## src/core/pia_defines.svh

```systemverilog
// register offsets, field positions, reset values and fixed source masks
`ifndef PIA_DEFINES_SVH
`define PIA_DEFINES_SVH

// register offsets; group g flags/block/live sit at base + stride*g
`define PIA_OFS_FLAGS 8'h00
`define PIA_OFS_BLOCK 8'h01
`define PIA_OFS_LIVE 8'h02
`define PIA_GRP_STRIDE 8'h03
`define PIA_OFS_EDGE_RISE 8'h0C
`define PIA_OFS_EDGE_FALL 8'h0D
`define PIA_OFS_IRQ_CTRL 8'h0E
`define PIA_OFS_OSC_THERMAL_CFG 8'h0F

// irq_ctrl fields
`define PIA_CTRL_CLR_WR 0
`define PIA_CTRL_PEND_EN 1
`define PIA_CTRL_POL_HI 2
// osc_thermal_cfg_reg field
`define PIA_CFG_MASK_SLEEP 0

// reset values
`define PIA_CTRL_RST 8'h02
`define PIA_CFG_RST 8'h00
`define PIA_BLOCK_RST 8'h00
`define PIA_EDGE_RST 8'h00
`define PIA_UNMAPPED 8'hFF

// fixed edge sensitivity of groups 1..3
`define PIA_G1_RISE 8'h70
`define PIA_G1_FALL 8'h7E
`define PIA_G2_RISE 8'h57
`define PIA_G2_FALL 8'h00
`define PIA_G3_RISE 8'h87
`define PIA_G3_FALL 8'h80

// group 1 sources silenced in OFF: overtemp, remote power-on, key
`define PIA_G1_OFF_GATE 8'h2A
// group 1 sources that wake regardless of block
`define PIA_G1_WAKE_ANY 8'h0A
// wake sources that need their block bit clear
`define PIA_G2_WAKE 8'h43
`define PIA_G3_WAKE 8'h87
`define PIA_G4_WAKE 8'hFF

// cycles after reset before edges are believed
`define PIA_ARM_CYC 2'd3

`endif

```

## src/core/pia_pkg.sv

```systemverilog
// types shared by the interrupt aggregator
package pia_pkg;

  typedef enum logic [1:0] {
    PIA_OFF    = 2'b00,
    PIA_ACTIVE = 2'b01,
    PIA_SLEEP  = 2'b10
  } pia_pwr_type;

  typedef logic [3:0][7:0] pia_grp_type;

  typedef struct packed {
    logic rd;
    logic wr;
    logic [7:0] addr;
    logic [7:0] wdata;
  } pia_req_type;

  typedef struct packed {
    pia_grp_type sync1;
    pia_grp_type sync2;
    pia_grp_type sync3;
    pia_grp_type filt;
    pia_grp_type flags;
    pia_grp_type pend;
    pia_grp_type block;
    logic [7:0] edge_rise;
    logic [7:0] edge_fall;
    logic [7:0] ctrl;
    logic [7:0] cfg;
    logic [7:0] last_addr;
    logic last_vld;
    logic [1:0] arm_cnt;
    logic [7:0] rdata;
    logic irq_line;
    logic on_req;
    logic sleep_hold;
  } pia_state_type;

endpackage : pia_pkg

```

## src/core/pia_top.sv

```systemverilog
// interrupt aggregator: four groups of flags, blocks and live levels
`timescale 1ns/1ps
`include "pia_defines.svh"

module pia_top (
  input wire logic i_clk,
  input wire logic i_rst_b,
  input wire pia_pkg::pia_grp_type i_src_line,
  input wire pia_pkg::pia_pwr_type i_pwr_state,
  input wire pia_pkg::pia_req_type i_req,
  output logic [7:0] o_rdata,
  output logic o_irq_line,
  output logic o_on_req,
  output logic o_sleep_hold
);
  import pia_pkg::*;

  localparam pia_grp_type RISE_FIX = {
    8'h00, `PIA_G3_RISE, `PIA_G2_RISE, `PIA_G1_RISE
  };
  localparam pia_grp_type FALL_FIX = {
    8'h00, `PIA_G3_FALL, `PIA_G2_FALL, `PIA_G1_FALL
  };
  localparam pia_grp_type OFF_GATE = {
    8'h00, 8'h00, 8'h00, `PIA_G1_OFF_GATE
  };
  localparam pia_grp_type WAKE_ANY = {
    8'h00, 8'h00, 8'h00, `PIA_G1_WAKE_ANY
  };
  localparam pia_grp_type WAKE_UNM = {
    `PIA_G4_WAKE, `PIA_G3_WAKE, `PIA_G2_WAKE, 8'h00
  };
  localparam pia_state_type RST_STATE = '{
    block: {4{`PIA_BLOCK_RST}},
    edge_rise: `PIA_EDGE_RST,
    edge_fall: `PIA_EDGE_RST,
    ctrl: `PIA_CTRL_RST,
    cfg: `PIA_CFG_RST,
    rdata: `PIA_UNMAPPED,
    irq_line: 1'b1,
    default: '0
  };

  pia_state_type q_r;
  pia_state_type q_nxt;
  pia_grp_type rise_en;
  pia_grp_type fall_en;
  pia_grp_type edge_ev;
  pia_grp_type evt;
  pia_grp_type clr;
  pia_grp_type clr_eff;
  pia_grp_type rep_ev;
  pia_grp_type pend_rel;
  logic armed;
  logic off_state;
  logic acc;
  logic same;
  logic wake_pulse;
  logic any_flag;
  logic line_on;
  logic [7:0] stab;
  logic [7:0] chg;
  logic [7:0] ofs;

  always_comb begin
    q_nxt = q_r;
    stab = '0;
    chg = '0;
    ofs = '0;
    q_nxt.sync1 = i_src_line;
    q_nxt.sync2 = q_r.sync1;
    q_nxt.sync3 = q_r.sync2;
    armed = (q_r.arm_cnt == `PIA_ARM_CYC);
    if (!armed) begin
      q_nxt.arm_cnt = q_r.arm_cnt + 2'd1;
    end
    rise_en = RISE_FIX;
    fall_en = FALL_FIX;
    rise_en[3] = q_r.edge_rise;
    fall_en[3] = q_r.edge_fall;
    off_state = (i_pwr_state != PIA_ACTIVE) &&
                (i_pwr_state != PIA_SLEEP);
    acc = i_req.rd | i_req.wr;
    same = q_r.last_vld && (q_r.last_addr == i_req.addr);
    for (int g = 0; g < 4; g++) begin
      // a change counts once the last two stages agree
      stab = ~(q_r.sync2[g] ^ q_r.sync3[g]);
      chg = stab & (q_r.sync3[g] ^ q_r.filt[g]);
      // preload until armed so no false edge follows reset
      q_nxt.filt[g] = armed ?
                      ((q_r.filt[g] & ~stab) | (q_r.sync3[g] & stab)) :
                      q_r.sync2[g];
      edge_ev[g] = armed ? ((chg & q_r.sync3[g] & rise_en[g]) |
                            (chg & ~q_r.sync3[g] & fall_en[g])) :
                           8'h00;
      evt[g] = edge_ev[g] & ~q_r.block[g] &
               ~(off_state ? OFF_GATE[g] : 8'h00);
      ofs = `PIA_OFS_FLAGS + `PIA_GRP_STRIDE * 8'(g);
      clr[g] = 8'h00;
      if (acc && !same && i_req.addr == ofs) begin
        if (i_req.rd && !q_r.ctrl[`PIA_CTRL_CLR_WR]) begin
          clr[g] = 8'hFF;
        end else if (i_req.wr && q_r.ctrl[`PIA_CTRL_CLR_WR]) begin
          clr[g] = i_req.wdata;
        end
      end
      clr_eff[g] = clr[g] & q_r.flags[g];
      rep_ev[g] = evt[g] & q_r.flags[g] & ~clr_eff[g];
      pend_rel[g] = clr_eff[g] & q_r.pend[g];
      // an arriving event always beats a clear
      q_nxt.flags[g] = (q_r.flags[g] & ~clr_eff[g]) | pend_rel[g] |
                       evt[g];
      if (q_r.ctrl[`PIA_CTRL_PEND_EN]) begin
        q_nxt.pend[g] = (q_r.pend[g] & ~clr_eff[g]) | rep_ev[g] |
                        (evt[g] & pend_rel[g]);
      end else begin
        q_nxt.pend[g] = 8'h00;
      end
    end
    wake_pulse = 1'b0;
    for (int g = 0; g < 4; g++) begin
      wake_pulse = wake_pulse | (|(edge_ev[g] & WAKE_ANY[g])) |
                   (|(evt[g] & WAKE_UNM[g]));
    end
    // register writes and reads
    q_nxt.rdata = `PIA_UNMAPPED;
    if (acc) begin
      q_nxt.last_addr = i_req.addr;
      q_nxt.last_vld = 1'b1;
    end
    for (int g = 0; g < 4; g++) begin
      ofs = `PIA_GRP_STRIDE * 8'(g);
      if (i_req.wr && i_req.addr == `PIA_OFS_BLOCK + ofs) begin
        q_nxt.block[g] = i_req.wdata;
      end
      if (i_req.rd && i_req.addr == `PIA_OFS_FLAGS + ofs) begin
        q_nxt.rdata = q_r.flags[g];
      end
      if (i_req.rd && i_req.addr == `PIA_OFS_BLOCK + ofs) begin
        q_nxt.rdata = q_r.block[g];
      end
      if (i_req.rd && i_req.addr == `PIA_OFS_LIVE + ofs) begin
        q_nxt.rdata = q_r.filt[g];
      end
    end
    if (i_req.wr) begin
      if (i_req.addr == `PIA_OFS_EDGE_RISE) begin
        q_nxt.edge_rise = i_req.wdata;
      end
      if (i_req.addr == `PIA_OFS_EDGE_FALL) begin
        q_nxt.edge_fall = i_req.wdata;
      end
      if (i_req.addr == `PIA_OFS_IRQ_CTRL) begin
        q_nxt.ctrl = i_req.wdata;
      end
      if (i_req.addr == `PIA_OFS_OSC_THERMAL_CFG) begin
        q_nxt.cfg = i_req.wdata;
      end
    end
    if (i_req.rd) begin
      if (i_req.addr == `PIA_OFS_EDGE_RISE) begin
        q_nxt.rdata = q_r.edge_rise;
      end
      if (i_req.addr == `PIA_OFS_EDGE_FALL) begin
        q_nxt.rdata = q_r.edge_fall;
      end
      if (i_req.addr == `PIA_OFS_IRQ_CTRL) begin
        q_nxt.rdata = q_r.ctrl;
      end
      if (i_req.addr == `PIA_OFS_OSC_THERMAL_CFG) begin
        q_nxt.rdata = q_r.cfg;
      end
    end
    // output line follows the flags of the same edge
    any_flag = |q_nxt.flags;
    line_on = any_flag && !(i_pwr_state == PIA_SLEEP &&
                            q_nxt.cfg[`PIA_CFG_MASK_SLEEP]);
    q_nxt.irq_line = ~(line_on ^ q_nxt.ctrl[`PIA_CTRL_POL_HI]);
    q_nxt.sleep_hold = any_flag;
    q_nxt.on_req = any_flag | wake_pulse;
  end

  always_ff @(posedge i_clk or negedge i_rst_b) begin
    if (!i_rst_b) begin
      q_r <= RST_STATE;
    end else begin
      q_r <= q_nxt;
    end
  end

  assign o_rdata = q_r.rdata;
  assign o_irq_line = q_r.irq_line;
  assign o_on_req = q_r.on_req;
  assign o_sleep_hold = q_r.sleep_hold;
endmodule : pia_top

```

## config.mk

```make
export PLATFORM = sky130hd
export DESIGN_NAME = pia_top
export DESIGN_NICKNAME = d
export VERILOG_FILES = /design/src/core/pia_pkg.sv /design/src/core/pia_top.sv
export VERILOG_INCLUDE_DIRS = /design/src /design/src/core
export SDC_FILE = /design/constraint.sdc
export NUM_CORES = 1
export LEC_CHECK = 0
export BUFFER_PORTS_ARGS = -buffer_cell sky130_fd_sc_hd__buf_2
export CAP_MARGIN = 15
export CORE_MARGIN = 10
export CORE_UTILIZATION = 55
export CTS_CLUSTER_SIZE = 10
export DETAILED_ROUTE_END_ITERATION = 6
export PLACE_DENSITY = 0.73
export SLEW_MARGIN = 15
export SYNTH_ARGS = -nofsm -noshare
export SYNTH_HDL_FRONTEND = slang
export SYNTH_SLANG_ARGS = --single-unit
```

## constraint.sdc

```tcl
create_clock -name i_clk -period 3.4 [get_ports i_clk]
set_input_delay 0.68 -clock i_clk [delete_from_list [all_inputs] [get_ports i_clk]]
set_output_delay 0.68 -clock i_clk [all_outputs]
set_load 0.005 [all_outputs]
```

# After elaboration in Yosys (flattened, before gate mapping)
# Index checks and enable logic that the tools add are counted.
op_classes:
  n_addsub: 1
  n_eq_ne: 20
  n_mux: 39
  bitwise_logic: 112
  reduce_logical: 40
ops:
  columns: ["operator", "n"]
  rows:
  - ["bitwise AND 8 bit", 47]
  - ["2-to-1 mux 8 bit", 34]
  - ["bitwise OR 8 bit", 22]
  - ["NOT 8 bit", 18]
  - ["== test 8 x 4 -> 1 bit, second input constant", 8]
  - ["bitwise XOR 8 bit", 6]
  - ["bitwise AND 7 bit", 5]
  - ["== test 8 x 3 -> 1 bit, second input constant", 4]
  - ["OR reduction 32 bit", 1]
  - ["logical AND 1 bit", 27]
  - ["bitwise AND 7 x 8 -> 8 bit", 2]
  - ["== test 8 x 2 -> 1 bit, second input constant", 2]
  - ["2-to-1 mux 7 bit", 2]
  - ["bitwise XOR 7 bit", 2]
  - ["2-to-1 mux 11 bit", 1]
  - ["== test 8 x 1 -> 1 bit, second input constant", 1]
  - ["== test 8 bit", 1]
  - ["zero test 8 bit", 1]
  - ["NOT 6 -> 8 bit", 1]
  - ["AND reduction 2 bit", 4]
  - ["OR reduction 8 bit", 1]
  - ["NOT 7 bit", 1]
  - ["bitwise OR 7 bit", 1]
  - ["2-to-1 mux 6 bit", 1]
  - ["other kinds (12)", 19]
word_totals:
  reg_bits: 278
  inputBits: 54
  word_cells: 253

# Longest topological paths before layout
logic_depth:
  ltp_word: 19
  ltp_mapped: 11
  mapped_depth_nobuf: 10

# Worst setup path after synthesis
# Ideal clock, no wire load.
synth_path:
  kind: "input-to-reg"
  start: "input i_req[17] in the netlist's numbering"
  end: "register q_r, in the netlist o_on_req"
  arrival_ps: 3088
  slack_ps: 188
  stages: 10
  n_path_buf: 3
  path_cell_list: "buf_2 > nor2b_1 > clkbuf_1 > buf_2 > a21oi_1 > or4_1 > a2111o_1 > nor4_1 > nand4_2 > or2_1"
synth_rtl:
  columns: ["item", "line_no", "text"]
  rows:
  - ["start: declaration", "pia_top.sv:10", "input wire pia_pkg::pia_req_type i_req,"]
  - ["end signal: assignment", "pia_top.sv:187", "q_r <= q_nxt;"]
  - ["end: declaration", "pia_top.sv:44", "pia_state_type q_r;"]

==> results.txt <==
----------------------------------------------------
[Status]
  Run status ... complete, no violations

[Synth]
  Post-Syn Instances ... 1,087
  Mean instance size in the synthesized netlist ... 11.05 µm²
  Flip-flop and latch count after synthesis ... 278
  Mapped cell area ... around 12,000 µm²
  Mapped Nets ... 1,143
  Yosys top cell by area ... sky130_fd_sc_hd__dfrtp_1
  Synthesis warning total ... 0
  Proportion of netlist area held by the largest area contributor ... 0.5586
  Library cell with the highest instance count after synthesis ... sky130_fd_sc_hd__dfrtp_1
  Number of distinct library cells after synthesis ... just under 70
  Most instantiated flip-flop cell in the synthesis netlist ... sky130_fd_sc_hd__dfrtp_1
  Main area contributors after synthesis ... sky130_fd_sc_hd__dfrtp_1 (56%), sky130_fd_sc_hd__mux2_2 (6.8%), sky130_fd_sc_hd__a21oi_1 (4.9%)
  Portion of the post-synthesis area used by sequential elements ... 0.5805
  Most frequent cells after synthesis ... sky130_fd_sc_hd__dfrtp_1 (268), sky130_fd_sc_hd__a21oi_1 (118), sky130_fd_sc_hd__nand2_1 (100), sky130_fd_sc_hd__nor2_1 (79), sky130_fd_sc_hd__mux2_2 (72)
  Share of flip-flops with an asynchronous set or reset after synthesis ... 1.000
  Post-synth EDFFs ... 0

[Clocking]
  Clock input transition at the sequential cells of the worst setup and hold paths ... 0.06 ns
  Number of buffers between clock root and the deepest sink ... 3
  # clock sinks ... around 280
  Number of buffers created by CTS ... 34
  Setup bufs post-CTS ... 0
  Worst skew pair latency ... around 0.53 ns
  TritonCTS clock tree ... yes
  Clock root buffer master ... sky130_fd_sc_hd__clkbuf_16
  Hold buffer count at CTS ... 0
  Post-CTS Resized ... 0
  H-tree depth ... 2

[Critical path]
  Crit Path Category ... flop to flop
  Slowest cell on the critical path ... sky130_fd_sc_hd__or4bb_1
  Worst path arrival time ... 3.49 ns
  Crit. End Element ... flop
  Ordered cell list for the critical path ... ha_2, nor2b_1, o21ai_0, inv_1, nor4_1, buf_4, or4bb_1, nor4_4, nand4_2, or2_1
  Critical path startpoint category ... flop
  Setup slack of the worst register-to-register path ... 0.32 ns
  Data required time of the critical path ... between 3 and 4 ns
  Crit-path max FO ... 15
  Worst path max stage delay ... 0.47 ns

[GRT]
  Overall fraction of global-route tracks in use ... 0.2586
  Vias in the first global route ... between 9k and 10k
  Largest net degree at the start of global routing ... 91
  Global-route wire length before repair ... ~57,000 µm
  Initial antenna violation count ... 1
  GRT Residual Overflow ... 0

[Floorplan]
  Boundary pin count ... 65
  Site row count ... 53
  Die width ... 167.8 µm
  Standard cell core area ... about 21,000 µm²
  Die H ... 167.8 µm
  Starting density of the core ... 0.5658
  Die Footprint ... 28,140 µm²

[Place]
  HPWL reported at the end of detailed placement ... 26,230 µm
  DP Cell Count ... approximately 1.5k
  Number of port buffers ... 64
  Gp weighted congestion ... 0.9874

[Power]
  PD cells ... 523.6 nW/µm²
  Clock Power Share ... 0.430
  Worst vdd ir ... 0.4834 mV
  Internal power component ... ~0.0056 W
  Static Leakage ... around 6.5 nW
  Reg power frac ... 0.492
  Sw Ratio ... 0.2484
  Psw ... approximately 0.0018 W
  Comb pwr share ... 0.078

[Final layout]
  Total Nets Final ... 1,282
  Ratio of cells with drive above 1 in the final layout ... 0.2397
  Antenna Cells ... 0
  Number of standard cells in the layout, taps in and fillers out ... 1,510
  Filler Cells Inserted ... 1,661
  Layout-stage area growth over the synthesis result ... 17.80%

[Routing]
  Violation count after the first detailed-routing iteration ... roughly 930
  DR pass1 iterations ... 5
  Average routed wire per standard cell ... 24.21 µm
  Total length of routed wires ... 36,550 µm
  Post-detailed-route DRC marker count ... 0
  Number of nets with antenna violations after detailed routing ... 0
  Mean number of vias per cell ... 6.240
  Via count ... 9,422

[Timing]
  Time the final worst path needs with I/O delays and setup ... 3.083 ns
  Period utilisation layout ... 0.9067
  F_max ... 324.4 MHz
  Max-slew violation count ... 0
  Skew final ... 0.01996 ns
  Slew margin rel. ... 0.3453
  RSZ-0062 raised after global routing ... false
  Final hold viol count ... 0
  Worst hold slack ... 0.1317 ns
  Setup-violating endpoint count in the final report ... 0
  Slew at the pin closest to its max-slew limit ... 0.9768 ns
  Setup TNS ... 0 ns

[Run]
  Max cap viols ... 0

[Min path]
  Class of the tightest hold or removal check ... primary input to async pin

----------------------------------------------------
path summary, 6_finish.rpt:
path / startpoint / end / depth (start not counted)
setup / recovery: q_r[11] / o_on_req / 10
hold / removal: i_rst_b / q_r[89] / 1
setup reg to reg: q_r[11] / o_on_req / 10
hold reg to reg: q_nxt[223] / q_nxt[191] / 0
max in group asynchronous: i_rst_b / o_rdata[5] / 2
min in group i_clk: i_src_line[30] / q_nxt[244] / 1
per-stage QoR:
stage,setup WS (ns),util,total power [W],instance area (µm²)
2_1_floorplan,0.1876,-,0.003931,12010
3_3_place_gp,0.04121,0.6215,0.004237,13190
3_5_place_dp,0.01886,0.6215,0.004258,13190
4_1_cts,0.3800,0.6665,0.007450,14140
5_1_grt,0.1691,0.6665,0.007671,14140
6_report,0.3172,0.6665,0.007405,14140
metal layers:
| layer | vias up | wire (µm) | GRT usage |
|---|---|---|---|
| met4 | 2 | 1665 | 0.1200 |
| met3 | 101 | 3241 | 0.05267 |
| met1 | 4660 | 15790 | 0.3628 |
| met2 | 458 | 15840 | 0.3780 |
| met5 | - | 11 | 0 |
| li1 | 4201 | - | - |
cells by family (layout without fill, tap and decap cells):
logic type | count (synthesis) | after routing | share of synthesized area
and+or+nand+nor | 360 | 360 | 0.1557
xor gates and xnor gates | 10 | 10 | 0.007294
DFF | 278 | 278 | 0.5804
AOI/OAI and AO/OA | 282 | 282 | 0.1487
adders and majority gates | 2 | 2 | 0.002084
muxes | 80 | 80 | 0.07941
buffers and inverters | 75 | 223 | 0.02636
power by group through the flow:
stage	sequential, W	clock [W]	combinational (W)
after floorplan	0.00362	0	0.000311
after global placement	0.00368	0	0.000560
after detailed placement	0.00369	0	0.000573
after CTS	0.00363	0.00324	0.000579
after global routing	0.00366	0.00338	0.000636
final	0.00364	0.00319	0.000579
final cells by class:
class / instances / area (µm²) / share of cell area
flip-flops and latches: 278 / 6969 / 0.4927
multi-input cells: 734 / 4733 / 0.3347
repair buffers: 153 / 1049 / 0.07413
clock buffers: 40 / 883.3 / 0.06246
well taps: 275 / 344.1 / 0.02433
inverters: 25 / 93.84 / 0.006635
clock inverters: 5 / 71.32 / 0.005042
worst max-delay path, delay by kind of cell, from the launching register on:
| kind | cells | cell delay [ns] |
|---|---|---|
| flops | 1 | 0.39 |
| compound gates | 1 | 0.23 |
| simple gates | 6 | 1.66 |
| buf+inv | 2 | 0.35 |
| fa+ha+maj | 1 | 0.32 |
placed cells by master (no fill, tap or decap), types with 6 or more instances in the layout:
master	n
sky130_fd_sc_hd__a211oi_1	8
sky130_fd_sc_hd__a21boi_0	7
sky130_fd_sc_hd__a21o_1	9
sky130_fd_sc_hd__a21oi_1	118
sky130_fd_sc_hd__a31oi_1	11
sky130_fd_sc_hd__and2_1	7
sky130_fd_sc_hd__buf_2	63
sky130_fd_sc_hd__buf_4	85
sky130_fd_sc_hd__clkbuf_16	34
sky130_fd_sc_hd__dfrtp_1	268
sky130_fd_sc_hd__dfstp_2	10
sky130_fd_sc_hd__inv_1	25
sky130_fd_sc_hd__mux2_2	72
sky130_fd_sc_hd__nand2_1	100
sky130_fd_sc_hd__nand2b_1	42
sky130_fd_sc_hd__nand3_1	25
sky130_fd_sc_hd__nor2_1	79
sky130_fd_sc_hd__nor2b_1	18
sky130_fd_sc_hd__nor3_1	16
sky130_fd_sc_hd__o211ai_1	6
sky130_fd_sc_hd__o21ai_0	32
sky130_fd_sc_hd__o221ai_1	7
sky130_fd_sc_hd__o22ai_1	22
sky130_fd_sc_hd__o31ai_1	6
sky130_fd_sc_hd__o41ai_1	20
sky130_fd_sc_hd__or3_1	13
sky130_fd_sc_hd__xnor2_1	10
Power figures use the tool's default switching activity.
